File: config.mk
export PLATFORM = sky130hd
export DESIGN_NAME = rlp_rom_lock
export DESIGN_NICKNAME = d
export VERILOG_FILES = /design/src/rlp_pkg.sv /design/src/rlp_rom_lock.sv
export SDC_FILE = /design/constraint.sdc
export NUM_CORES = 1
export LEC_CHECK = 0
export BUFFER_PORTS_ARGS = -buffer_cell sky130_fd_sc_hd__buf_2
export CAP_MARGIN = 20
export CORE_ASPECT_RATIO = 1.5
export CORE_MARGIN = 2
export CORE_UTILIZATION = 56
export DETAILED_ROUTE_END_ITERATION = 16
export GPL_ROUTABILITY_DRIVEN = 1
export HOLD_SLACK_MARGIN = 0.08
export PLACE_DENSITY_LB_ADDON = 0.12
export RECOVER_POWER = 25
export SLEW_MARGIN = 10
export SYNTH_ARGS = -nofsm -noshare
export SYNTH_HDL_FRONTEND = slang
export SYNTH_SLANG_ARGS = --single-unit
File: constraint.sdc
create_clock -name clk_sys -period 3.5 [get_ports clk_sys]
set_input_delay 0.875 -clock clk_sys [delete_from_list [all_inputs] [get_ports clk_sys]]
set_output_delay 0.875 -clock clk_sys [all_outputs]
set_load 0.1 [all_outputs]
File: src/rlp_pkg.sv
/*
 package for the program-memory lock and programming-mode block:
 array sizes, mode-select codes, lock levels and reset values.
 assumes nothing of its surroundings.
*/
package rlp_pkg;
	localparam int ENC_BYTES = 64;
	localparam int ENC_AW = 6;
	localparam int SIG_BYTES = 4;
	localparam int ADDR_W = 16;
	localparam logic [7:0] ERASED_BYTE = 8'hFF;
	// mode select codes, bit order a,b,c,d,e (a is msb)
	localparam logic [4:0] MODE_PROG_CODE = 5'h0F;
	localparam logic [4:0] MODE_PROG_ENC = 5'h0D;
	localparam logic [4:0] MODE_PROG_LB1 = 5'h1F;
	localparam logic [4:0] MODE_PROG_LB2 = 5'h1C;
	localparam logic [4:0] MODE_PROG_LB3 = 5'h16;
	// read modes compare a,c,d,e only
	localparam logic [3:0] MODE_VERIFY = 4'h3;
	localparam logic [3:0] MODE_SIG = 4'h0;
	typedef enum logic [1:0] {RLP_LVL1, RLP_LVL2, RLP_LVL3} rlp_level_e;
	typedef enum {RLP_IDLE, RLP_PULSE, RLP_WAIT_HIGH} rlp_state_e;
endpackage : rlp_pkg

File: src/rlp_rom_lock.sv
/*
 program-memory lock and parallel programming / verify path.
 assumes: pins from the programmer are asynchronous and are synchronised here;
 high-voltage detect arrives as a logic level; code memory read is combinational.
*/
//
// Contract
// - an encryption array of 64 bytes reads all ones until programmed.
// - six address lines pick the encryption byte on every verify.
// - verify data is the xnor of encryption byte and code byte.
// - an ff code byte verifies as the encryption byte itself.
// - level 1 applies no lock; verify stays encrypted and table reads are plain.
// - level 2 blocks table reads from external code fetching internal bytes.
// - level 2 latches the external-access pin at reset and ignores it after.
// - level 3 acts as level 1 and also disables verify.
// - four factory signature bytes are read in signature mode.
// - address rides on port 1, port 2 bits 0-5, port 3 bits 4 and 5.
// - data rides on port 0, driven by the device only when reading.
// - verify and signature need strobe and ext_access_prog_voltage high with prog_voltage_high low, then the device drives data.
`timescale 1ns/10ps
module rlp_rom_lock
	import rlp_pkg::*;
#(
	parameter logic [31:0] SIG_WORD = 32'h5A3C_A501 // arbitrary signature value
)
(
	input wire logic clk_sys,
	input wire logic reset_n,
	input wire logic rst_pin,
	input wire logic [7:0] port1_in,
	input wire logic [7:0] port2_in,
	input wire logic [7:0] port3_in,
	input wire logic [7:0] port0_in,
	input wire logic program_store_enable_n,
	input wire logic latch_strobe_prog_pulse,
	input wire logic ext_access_prog_voltage,
	input wire logic prog_voltage_high,
	input wire logic external_access_select,
	input wire logic [7:0] code_rd_data,
	input wire logic table_read_req,
	input wire logic table_read_from_ext,
	output logic [7:0] port0_out,
	output logic [7:0] port0_oe,
	output logic [rlp_pkg::ADDR_W-1:0] code_addr,
	output logic code_wr_pulse,
	output logic [7:0] code_wr_data,
	output logic table_read_allow,
	output logic ext_access_eff,
	output logic [1:0] security_level
);
	import rlp_pkg::*;

	// two-flop synchronisers for every pin
	// 1 reset + 4 ports of 8 + 5 control pins
	logic [37:0] sy1_q;
	logic [37:0] sy2_q;
	always_ff @(posedge clk_sys or negedge reset_n)
	begin
		if (!reset_n)
		begin
			sy1_q <= '0;
			sy2_q <= '0;
		end
		else
		begin
			sy1_q <= {rst_pin, port1_in, port2_in, port3_in, port0_in, program_store_enable_n,
				latch_strobe_prog_pulse, ext_access_prog_voltage, prog_voltage_high,
				external_access_select};
			sy2_q <= sy1_q;
		end
	end

	logic rst_s, program_store_enable_n_n_s, strobe_s, vpp_lvl_s, vhi_s, ea_s;
	logic [7:0] p1_s, p2_s, p3_s, p0_s;
	assign {rst_s, p1_s, p2_s, p3_s, p0_s, program_store_enable_n_n_s, strobe_s, vpp_lvl_s, vhi_s, ea_s} = sy2_q;

	logic [ADDR_W-1:0] addr;
	assign addr = {p3_s[5], p3_s[4], p2_s[5:0], p1_s};
	logic [4:0] msel;
	assign msel = {p2_s[6], p2_s[7], p3_s[3], p3_s[6], p3_s[7]};
	logic [3:0] rsel;
	assign rsel = {p2_s[6], p3_s[3], p3_s[6], p3_s[7]};
	logic setup_ok;
	assign setup_ok = rst_s && !program_store_enable_n_n_s;
	logic prog_cond;
	assign prog_cond = setup_ok && vhi_s && !strobe_s;
	logic read_cond;
	assign read_cond = setup_ok && strobe_s && vpp_lvl_s && !vhi_s;

	// encryption array and lock bits: flop storage standing in for nonvolatile cells
	logic [7:0] enc_q [ENC_BYTES];
	logic [2:0] lock_q;
	rlp_state_e st_q;
	logic fire;
	assign fire = (st_q == RLP_IDLE) && prog_cond;

	always_ff @(posedge clk_sys or negedge reset_n)
	begin
		if (!reset_n)
			st_q <= RLP_IDLE;
		else
		begin
			case (st_q)
				RLP_IDLE: if (prog_cond) st_q <= RLP_PULSE;
				RLP_PULSE: st_q <= RLP_WAIT_HIGH;
				RLP_WAIT_HIGH: if (strobe_s) st_q <= RLP_IDLE;
				default: st_q <= RLP_IDLE;
			endcase
		end
	end

	always_ff @(posedge clk_sys or negedge reset_n)
	begin
		if (!reset_n)
		begin
			for (int i = 0; i < ENC_BYTES; i++)
				enc_q[i] <= ERASED_BYTE;
		end
		else if (fire && msel == MODE_PROG_ENC)
			enc_q[addr[ENC_AW-1:0]] <= enc_q[addr[ENC_AW-1:0]] & p0_s;
	end

	always_ff @(posedge clk_sys or negedge reset_n)
	begin
		if (!reset_n)
			lock_q <= 3'h0;
		else if (fire)
		begin
			// bits only ever set
			if (msel == MODE_PROG_LB1) lock_q[0] <= 1'b1;
			if (msel == MODE_PROG_LB2) lock_q[1] <= 1'b1;
			if (msel == MODE_PROG_LB3) lock_q[2] <= 1'b1;
		end
	end

	// level is taken at each pin reset, with the external-access pin
	logic rst_d1_q;
	logic [1:0] lvl_q;
	logic ea_latch_q;
	always_ff @(posedge clk_sys or negedge reset_n)
	begin
		if (!reset_n)
		begin
			rst_d1_q <= 1'b0;
			lvl_q <= RLP_LVL1;
			ea_latch_q <= 1'b0;
		end
		else
		begin
			rst_d1_q <= rst_s;
			if (rst_s)
			begin
				if (lock_q[0]) lvl_q <= RLP_LVL2;
				else if (lock_q[1]) lvl_q <= RLP_LVL3;
				else lvl_q <= RLP_LVL1;
				ea_latch_q <= ea_s;
			end
		end
	end

	logic lvl2, lvl3;
	assign lvl2 = (lvl_q == RLP_LVL2);
	assign lvl3 = (lvl_q == RLP_LVL3);

	function automatic logic [7:0] rlp_encrypt(input logic [7:0] code, input logic [7:0] key);
		rlp_encrypt = ~(code ^ key);
	endfunction : rlp_encrypt

	// read path output registers
	logic [7:0] p0_out_d;
	logic p0_oe_d;
	always_comb
	begin
		p0_out_d = 8'h00;
		p0_oe_d = 1'b0;
		if (read_cond && rsel == MODE_VERIFY && !lvl3)
		begin
			p0_out_d = rlp_encrypt(code_rd_data, enc_q[addr[ENC_AW-1:0]]);
			p0_oe_d = 1'b1;
		end
		else if (read_cond && rsel == MODE_SIG)
		begin
			p0_out_d = SIG_WORD[8*addr[1:0] +: 8];
			p0_oe_d = 1'b1;
		end
	end

	always_ff @(posedge clk_sys or negedge reset_n)
	begin
		if (!reset_n)
		begin
			port0_out <= 8'h00;
			port0_oe <= 8'h00;
			code_addr <= '0;
			code_wr_pulse <= 1'b0;
			code_wr_data <= 8'h00;
		end
		else
		begin
			port0_out <= p0_out_d;
			port0_oe <= {8{p0_oe_d}};
			code_addr <= addr;
			code_wr_pulse <= fire && (msel == MODE_PROG_CODE);
			code_wr_data <= p0_s;
		end
	end

	always_ff @(posedge clk_sys or negedge reset_n)
	begin
		if (!reset_n)
		begin
			table_read_allow <= 1'b0;
			ext_access_eff <= 1'b0;
			security_level <= 2'h0;
		end
		else
		begin
			table_read_allow <= table_read_req && !(lvl2 && table_read_from_ext);
			ext_access_eff <= lvl2 ? ea_latch_q : ea_s;
			security_level <= lvl_q;
		end
	end
endmodule : rlp_rom_lock

==> results of run 1 <==
[cells by family (layout without fill, tap and decap cells)]
group	count (synthesis)	after routing	share of synthesized area
AOI/OAI and AO/OA	849	849	0.1921
xor gates and xnor gates	8	8	0.002669
adders and majority gates	2	2	0.0009530
buffers and inverters	216	379	0.04032
DFF	627	627	0.6220
muxes	55	55	0.02736
other	0	2	0
and+or+nand+nor	741	741	0.1146
[flip-flops by register name (all words and copies together) (netlist names)]
name / cells
enc_q: 512
sy1_q: 35
sy2_q: 35
code_addr: 16
code_wr_data: 8
port0_out: 8
lock_q: 2
lvl_q: 2
security_level: 2
st_q: 2
code_wr_pulse: 1
ea_latch_q: 1
ext_access_eff: 1
port0_oe: 1
table_read_allow: 1
[layout make-up]
type | instances | area (µm²)
repair buffers | 265 | 2203
clock inverters | 29 | 327.8
well taps | 594 | 743.2
diodes | 2 | 5.005
multi-input cells | 1655 | 8946
flip-flops and latches | 627 | 16340
clock buffers | 80 | 1678
fillers | 3668 | 16220
inverters | 5 | 18.77
[worst reg2reg max path, cell delays in order (launching register included)]
cell      delay (ns)
dfrtp_4         0.63
buf_12          0.24
nor2b_1         0.43
buf_4           0.27
nand2_1         0.08
o21ai_0         0.08
a221oi_1        0.11
buf_4           0.17
o21ai_0         0.44
or3_1           0.28
nand2_2         0.17
buf_12          0.20
o21ai_0         0.23
[per-layer routing]
metal / GRT usage / share of wire / vias to the layer above
met1: 0.4203 / 0.39 / 9911
met4: 0.1880 / 0.063 / 2
met5: 0 / 0.000051 / -
li1: - / - / 9013
met3: 0.05848 / 0.075 / 246
met2: 0.5263 / 0.48 / 921
[synth_stat cells (10+ instances only)]
library cell | n | share of area
a22oi_1 | 109 | 0.031
nor3_1 | 32 | 0.0061
a221oi_1 | 73 | 0.024
mux2_2 | 14 | 0.0060
dfrtp_1 | 115 | 0.11
mux2i_1 | 29 | 0.011
nor2_1 | 34 | 0.0049
buf_2 | 22 | 0.0042
buf_4 | 13 | 0.0037
buf_6 | 19 | 0.0081
a22o_1 | 12 | 0.0040
dfstp_2 | 512 | 0.51
clkbuf_1 | 140 | 0.020
o21ai_1 | 61 | 0.012
nand2_1 | 617 | 0.088
o21ai_0 | 482 | 0.092
buf_1 | 10 | 0.0014
a21oi_1 | 24 | 0.0046
o22ai_1 | 41 | 0.0098
mux4_2 | 12 | 0.010
[stage by stage]
| stage | area [µm²] | total power [µW] |
|---|---|---|
| final | 30260 | 15120 |
| after global routing | 30260 | 15560 |
| after CTS | 30290 | 15210 |
| after detailed placement | 28280 | 8577 |
| after global placement | 28280 | 8565 |
| after floorplan | 26250 | 7979 |
[how the worst max path moves through the flow]
stage / start / end / slack [ns] / cells after the start
4_1_cts: sy2_q[29] / enc_q[129] / 0.02 / 13
6_report: sy2_q[30] / enc_q[371] / 0.07 / 12
3_5_place_dp: sy2_q[29] / enc_q[33] / 0.03 / 13
2_1_floorplan: sy2_q[29] / enc_q[111] / 0.76 / 13
5_1_grt: sy2_q[29] / enc_q[182] / 0.02 / 12
3_3_place_gp: sy2_q[30] / enc_q[57] / 0.08 / 13
[report_power, final]
part | internal [µW] | switching, µW
combinational | 296 | 795
clock | 3860 | 2780
sequential | 7350 | 39.4
total | 11500 | 3610
==> metrics.csv, run 1 <==
metric,value,unit
outcome,"finished, violations left",
violations,"max-capacitance violations, max-slew violations",
drt_pass1_iterations,6,
holdPathStages,0,
via_per_inst,6.169,
crit_path_end_kind,register,
mappedNetlistArea,26250,µm²
synthCells,2498,
areaGrowthSynthToFinish,15.27,%
tns,0,ns
ys_ff_latch,627,
post_cts.repair.setup_buffers,0,
synth_fp_nets,2550,
fin_ws,0.07215,ns
ant_nets,0,
finalHoldViolCount,0,
die_x,180.8,µm
cts_hold_buf,0,
drive_gt1_frac,0.3450,
cts-resized-gates,0,
final_common_cell,nand2_1,
fin_cells,3257,
grt_pass1_vias,20080,
gp_congestion,0.9572,
min_delay_worst_endpoint,sy2_q[24],
cp.arrival,3.95,ns
period_share,0.9794,
die_y,269.2,µm
port_buffers,91,
slowest_stage,dfrtp_4,
post-route-util,0.6511,
drtIter0Drc,1839,
layout_common_cells,"nand2_1, dfstp_2, o21ai_0, buf_4, dfrtp_1",
holdCritPathClass,register to register,
grt_start_max_net_pins,93,
cts_buffers,58,
synthArstFlopShare,1.000,
core_region_area,46480,µm²
rsz0062_at_grt,no,
crit_family,simple AND/OR/NAND/NOR gates,
clk_latency,0.62,ns
critPathMostFrequentCell,o21ai_0,
crit_path_start_kind,register,
crit_required,4.02,ns
antenna_found_initial,2,
grt_pass1_wl,122000,µm
crit_buf_inv,4,
avgSynthCellArea,10.51,µm²
max_cap_viol_count,1,
start_util,0.5648,
fin_crit,3.428,ns
whs,0.3470,ns
r2r_start,sy2_q[30],
dp_hpwl,53170,µm
path_class,register to register,
synth-main-ff-cell,dfstp_2,
drcViolationCount,0,
cts.clk_slew.worst_paths,0.07,ns
place_ws,0.03064,ns
drt-total-wl,78910,µm
reg2regPathDepth,12,
vias,20090,
critical_path.max_fanout,20,
worstMarginPinSlew,2.066,ns
track_usage,0.3280,
clockRootBuffer,clkbuf_16,
synth_cell_types,66,
peakVddDrop,0.4543,mV
skew,0.02041,ns
ys_seq_area_frac,0.6220,
p_leak,0.01108,µW
slew_violations,65,
synth_edf_count,0,
r2r_end,enc_q[371],
rows,97,
cts.sinks,627,
timing.fmax,291.7,MHz
cts_tree,done,
cts_max_path_buffers,3,
crit_path_max_incr_delay,0.63,ns
r2r_setup_slack,0.07,ns
ys.warnings.count,0,
dp_cells,3146,
h-tree-depth,2,
dieArea,48670,µm²
p_per_area,499.5,nW/µm²
path_cells,buf_12 -> nor2b_1 -> buf_4 -> nand2_1 -> o21ai_0 -> a221oi_1 -> buf_4 -> o21ai_0 -> or3_1 -> nand2_2 -> buf_12 -> o21ai_0,
wl_per_cell,24.23,µm
nets,2664,
maxSlewHeadroom,-0.3772,
overflow,0,
io-pin-count,95,
setup_viol,0,
hp-start,sy1_q[24],
No activity file was read; power rests on OpenSTA's default activity.
==> run 2, diff against run 1 <==
==> constraint.sdc (replaced) <==
create_clock -name clk_sys -period 3.5 [get_ports clk_sys]
set_input_delay 0 -clock clk_sys [delete_from_list [all_inputs] [get_ports clk_sys]]
set_output_delay 0 -clock clk_sys [all_outputs]
set_load 0.1 [all_outputs]
==> metrics.csv, run 2 (synthesis results as in run 1) <==
metric,value,unit,change
path_class,register to register,,
maxSlewHeadroom,-1.043,,-0.6656
drive_gt1_frac,0.3350,,-0.009939
r2r_setup_slack,-0.04,ns,-0.12 ns
critical_path.max_fanout,15,,-25%
holdCritPathClass,input pin to register,,
place_ws,-0.05137,ns,-0.08200 ns
period_share,1.012,,+0.03303
peakVddDrop,0.3946,mV,-13%
slew_violations,107,,+65%
timing.fmax,282.2,MHz,-3.3%
top_layer,met4,,
slowest_stage,nor3_1,,
crit_path_end_kind,register,,
cp-startpoint,sy2_q[31],,
power_switching,3638,µW,+0.67%
holdPathStages,3,,+3
crit_path_max_incr_delay,0.60,ns,-0.03 ns
cts.sinks,627,,unchanged
critPathCapture,enc_q[7],,
drt_pass1_iterations,5,,-1
port_buffers,91,,unchanged
core_region_area,46480,µm²,unchanged
crit_family,simple AND/OR/NAND/NOR gates,,
setup_viol,1,,+1
wl_per_cell,24.26,µm,+0.16%
worstMarginPinSlew,3.064,ns,+0.9984 ns
p_per_area,501.3,nW/µm²,+0.35%
dp_hpwl,53960,µm,+1.5%
finalHoldViolCount,0,,unchanged
violations,"max-capacitance violations, max-slew violations, negative setup slack",,
fin_crit,3.543,ns,+0.1156 ns
fin_ws,-0.04347,ns,-0.1156 ns
crit_required,4.01,ns,about the same
rsz0062_at_grt,no,,
reg.largest.list,"enc_q x512, sy1_q x35, sy2_q x35",,
cts.clk_slew.worst_paths,0.06,ns,about the same
largest_reg_flops,512,,unchanged
drt-total-wl,80630,µm,+2.2%
h-tree-depth,2,,unchanged
skew,0.01563,ns,-0.004779 ns
cp.arrival,4.06,ns,+0.11 ns
r2r_end,enc_q[7],,
fin_cells,3323,,+2.0%
power_frac_comb,0.073,,about the same
multi_input_comb_area,8940,µm²,about the same
grt_pass1_wl,124400,µm,+2.0%
gp_congestion,0.9666,,+0.98%
hp-start,table_read_req,,
path_cells,buf_4 -> nor2b_4 -> buf_4 -> a22oi_1 -> nor3_1 -> nor4_2 -> buf_4 -> o31ai_1 -> or4_4 -> nand2_8 -> buf_12 -> o21ai_0,,
nets,2731,,+2.5%
dr_wl_met3,5653,µm,-4.3%
filler_cell_count,3585,,-2.3%
drtIter0Drc,1895,,+3.0%
clockRootBuffer,clkbuf_16,,
start_util,0.5648,,unchanged
crit_buf_inv,4,,unchanged
ant_nets,0,,unchanged
overflow,0,,unchanged
final_common_cell,nand2_1,,
cts_buffers,58,,unchanged
crit_path_start_kind,register,,
io-pin-count,95,,unchanged
outcome,"finished, violations left",,
dieArea,48670,µm²,unchanged
areaGrowthSynthToFinish,18.33,%,
swShare,0.2336,,-0.005445
reg2regPathDepth,12,,unchanged
p_leak,0.01143,µW,+3.2%
layout_common_cells,"nand2_1, dfstp_2, o21ai_0, buf_4, dfrtp_1",,
antenna_found_initial,1,,-1
cts_max_path_buffers,3,,unchanged
max_flop_register,enc_q,,
pwr-share-clk,0.452,,+0.013
clk_latency,0.61,ns,about the same
grt_pass1_vias,20520,,+2.2%
dp_cells,3132,,-0.45%
p_int,11930,µW,+3.8%
drcViolationCount,0,,unchanged
wl_met2,38490,µm,+2.5%
final-seq-area,16340,µm²,about the same
die_y,269.2,µm,unchanged
vias,20440,,+1.7%
pwr-share-seq,0.475,,-0.014
die_x,180.8,µm,unchanged
via_per_inst,6.151,,-0.30%
r2r_start,sy2_q[31],,
grt_start_max_net_pins,113,,+22%
critPathMostFrequentCell,buf_4,,
track_usage,0.3339,,+0.005898
cts_tree,done,,
rows,97,,unchanged
max_cap_viol_count,1,,unchanged
crit_cells,12,,unchanged
wl_met1,30640,µm,+0.52%
[run 2: changes by cell type in the layout (fill, tap and decap cells not counted), moves of 2 or more]
cell	change
dlygate4sd3_1	+81
clkbuf_1	-9
clkbuf_8	+8
buf_4	-7
buf_12	-4
clkinv_1	-4
bufinv_16	+3
a221oi_1	+2
a221oi_2	-2
clkinvlp_4	-2
[run 2: per-layer routing]
layer,global-route usage,vias up
li1,-,9148
met2,0.5423,899
met4,0.2063,0
met1,0.4183,10120
met3,0.05497,268
met5,0,-
[run 2: how the worst min path moves through the flow]
stage / endpoint / slack, ns
after floorplan: code_addr[0] / -0.30
after global placement: sy1_q[17] / 0.11
after detailed placement: sy1_q[17] / 0.11
after CTS: sy2_q[16] / 0.1
after global routing: table_read_allow / 0.22
final: table_read_allow / 0.20
[run 2: worst register-to-register path, cell delays in order, from the launching register on]
cell and delay (ns):
dfrtp_1 0.55, buf_4 0.26, nor2b_4 0.48, buf_4 0.24
a22oi_1 0.08, nor3_1 0.60, nor4_2 0.15, buf_4 0.19
o31ai_1 0.11, or4_4 0.25, nand2_8 0.14, buf_12 0.21
o21ai_0 0.20
[run 2: layout make-up]
type	count	share of cell area
antenna	1	0.00008055
timing repair buffer	332	0.09243
tap	594	0.02392
inverter	5	0.0006041
sequential	627	0.5259
multi-input combinational	1655	0.2878
clock inverter	26	0.01236
clock buffer	83	0.05695
[run 2: power groups by stage]
| stage | Combinational (µW) | Sequential (µW) | Clock, µW |
|---|---|---|---|
| floorplan | 365 | 7610 | 0 |
| global placement | 1040 | 7500 | 0 |
| detailed placement | 1060 | 7500 | 0 |
| CTS | 1130 | 7390 | 7130 |
| global route | 1200 | 7400 | 7410 |
| finish | 1140 | 7390 | 7040 |
[run 2: timing repair]
| action | 4_1_cts | 5_1_grt |
|---|---|---|
| setup endpoints to repair | 65 | 104 |
| hold buffers | 81 | 0 |
| endpoints found under the hold margin | 149 | 0 |
| setup buffers | 0 | 0 |
| resized for setup | 2 | 4 |
[run 2: stage by stage]
step | setup TNS [ns] | cell area [µm²] | util | hold slack (ns) | total power (µW)
global placement | -2.060 | 28120 | 0.6049 | 0.1073 | 8544
CTS | 0 | 31080 | 0.6687 | 0.09637 | 15650
finish | -0.04347 | 31070 | 0.6684 | 0.1960 | 15570
global route | 0 | 31060 | 0.6683 | 0.2241 | 16010
detailed placement | -0.5686 | 28120 | 0.6049 | 0.1093 | 8556
floorplan | 0 | 26250 | - | -0.2956 | 7979
==> run 3, diff against run 2 <==
Settings changed: CORE_UTILIZATION 56 to 55.
==> metrics.csv, run 3 (synthesis results as in run 1) <==
metric,value,unit,change
grt_start_max_net_pins,128,,+13%
track_usage,0.3263,,-0.007587
gp_congestion,0.9624,,-0.43%
crit_required,4.01,ns,about the same
final-seq-area,16340,µm²,about the same
maxSlewHeadroom,-0.3164,,+0.7264
path_class,register to register,,
grt_pass1_vias,20120,,-1.9%
core_region_area,47450,µm²,+2.1%
peakVddDrop,0.4368,mV,+11%
slowest_stage,dfrtp_4,,
drt_pass1_iterations,6,,+1
vias,20230,,-1.0%
port_buffers,91,,unchanged
cts_tree,done,,
drtIter0Drc,1660,,-12%
drive_gt1_frac,0.3290,,-0.006009
p_per_area,479.6,nW/µm²,-4.3%
dp_hpwl,52750,µm,-2.2%
rows,98,,+1.0%
drcViolationCount,0,,unchanged
dp_cells,3126,,-0.19%
clockRootBuffer,clkbuf_16,,
crit_path_end_kind,register,,
clk_latency,0.63,ns,+0.02 ns
rsz0062_at_grt,no,,
cts_buffers,57,,-1.7%
fin_cells,3314,,-0.27%
p_leak,0.01119,µW,-2.2%
areaGrowthSynthToFinish,16.80,%,
final_common_cell,nand2_1,,
grt_pass1_wl,122500,µm,-1.5%
dr_wl_met3,5744,µm,+1.6%
period_share,0.9904,,-0.02207
die_y,271.6,µm,+0.89%
outcome,"finished, violations left",,
ant_nets,0,,unchanged
multi_input_comb_area,8951,µm²,+0.13%
overflow,0,,unchanged
cts.clk_slew.worst_paths,0.06,ns,about the same
reg.largest.list,"enc_q x512, sy1_q x35, sy2_q x35",,
dieArea,49530,µm²,+1.8%
antenna_found_initial,0,,-1
finalHoldViolCount,0,,unchanged
critPathMostFrequentCell,buf_4,,
violations,"max-capacitance violations, max-slew violations",,
r2r_start,sy2_q[31],,
hp-start,table_read_req,,
via_per_inst,6.104,,-0.77%
n_antenna_cell,0,,-1
filler_cell_count,3760,,+4.9%
wl_per_cell,24.02,µm,-1.0%
max_flop_register,enc_q,,
cts.sinks,627,,unchanged
worstMarginPinSlew,1.975,ns,-1.090 ns
die_x,182.4,µm,+0.89%
nets,2722,,-0.33%
max_cap_viol_count,2,,+1
h-tree-depth,2,,unchanged
path_cells,buf_4 -> nor2b_1 -> a22oi_1 -> a31oi_1 -> nand4_1 -> or3_1 -> nand2_2 -> buf_4 -> o21ai_0,,
io-pin-count,95,,unchanged
start_util,0.5533,,-0.01154
drt-total-wl,79590,µm,-1.3%
crit_path_max_incr_delay,0.56,ns,-0.04 ns
wl_met2,37770,µm,-1.9%
holdCritPathClass,input pin to register,,
cp-startpoint,sy2_q[31],,
cp.arrival,3.98,ns,-0.08 ns
layout_common_cells,"nand2_1, dfstp_2, o21ai_0, dfrtp_1, buf_4",,
top_layer,met4,,
timing.fmax,288.5,MHz,+2.2%
tns,0,ns,+0.04347 ns
setup_viol,0,,-1
largest_reg_flops,512,,unchanged
slew_violations,101,,-5.6%
skew,0.02737,ns,+0.01173 ns
whs,0.1960,ns,+0.00001600 ns
wl_met1,30860,µm,+0.71%
critical_path.max_fanout,22,,+7
crit_path_start_kind,register,,
fin_crit,3.466,ns,-0.07723 ns
cts_max_path_buffers,3,,unchanged
run 3: what timing repair did:
item / CTS / global route
hold endpoints to repair: 207 / 0
pin swaps: 0 / 0
resized for setup: 1 / 7
hold buffers: 83 / 0
setup endpoints to repair: 2 / 184
setup buffers: 0 / 2
run 3: path summary, 6_finish.rpt:
path / to / slack, ns / cells after the start
min in group asynchronous: enc_q[362] / 1.10 / 2
hold reg to reg: sy2_q[5] / 0.34 / 0
hold / removal: table_read_allow / 0.20 / 3
max in group asynchronous: enc_q[256] / 0.79 / 3
setup reg to reg: enc_q[91] / 0.03 / 9
setup / recovery: enc_q[91] / 0.03 / 9
run 3: area by class of cell:
| cell class | count | share of cell area |
|---|---|---|
| multi-input combinational | 1655 | 0.2919 |
| inverter | 5 | 0.0006120 |
| tap | 600 | 0.02448 |
| clock inverter | 17 | 0.005427 |
| timing repair buffer | 324 | 0.09001 |
| clock buffer | 86 | 0.05464 |
| sequential | 627 | 0.5329 |
run 3: worst max-delay path: cells and delay by family (launching register included):
family	cells	cell delay, ns
AO/OA/AOI/OAI	3	0.75
flip-flops	1	0.56
buffers and inverters	2	0.53
AND/OR/NAND/NOR	4	1.51
run 3: stage by stage:
step                      utilization  power [µW]  area [µm²]  setup slack [ns]
final                          0.6462       14710       30660           0.03377
after global routing           0.6462       15130       30660           0.02460
after CTS                      0.6473       14780       30720           0.02323
after detailed placement       0.5909        8541       28040          -0.01565
after global placement         0.5909        8530       28040         -0.009513
after floorplan                     -        7979       26250            0.7575
run 3: per-layer routing:
metal	GRT usage	up-vias
met2	0.5320	889
met4	0.1874	0
li1	-	9115
met5	0	-
met3	0.04441	236
met1	0.4211	9987
run 3: report_power, final:
group	total, µW	internal, µW	switching [µW]
Clock	6190	3450	2750
Sequential	7390	7350	45.6
Combinational	1120	329	791
Total	14700	11100	3580
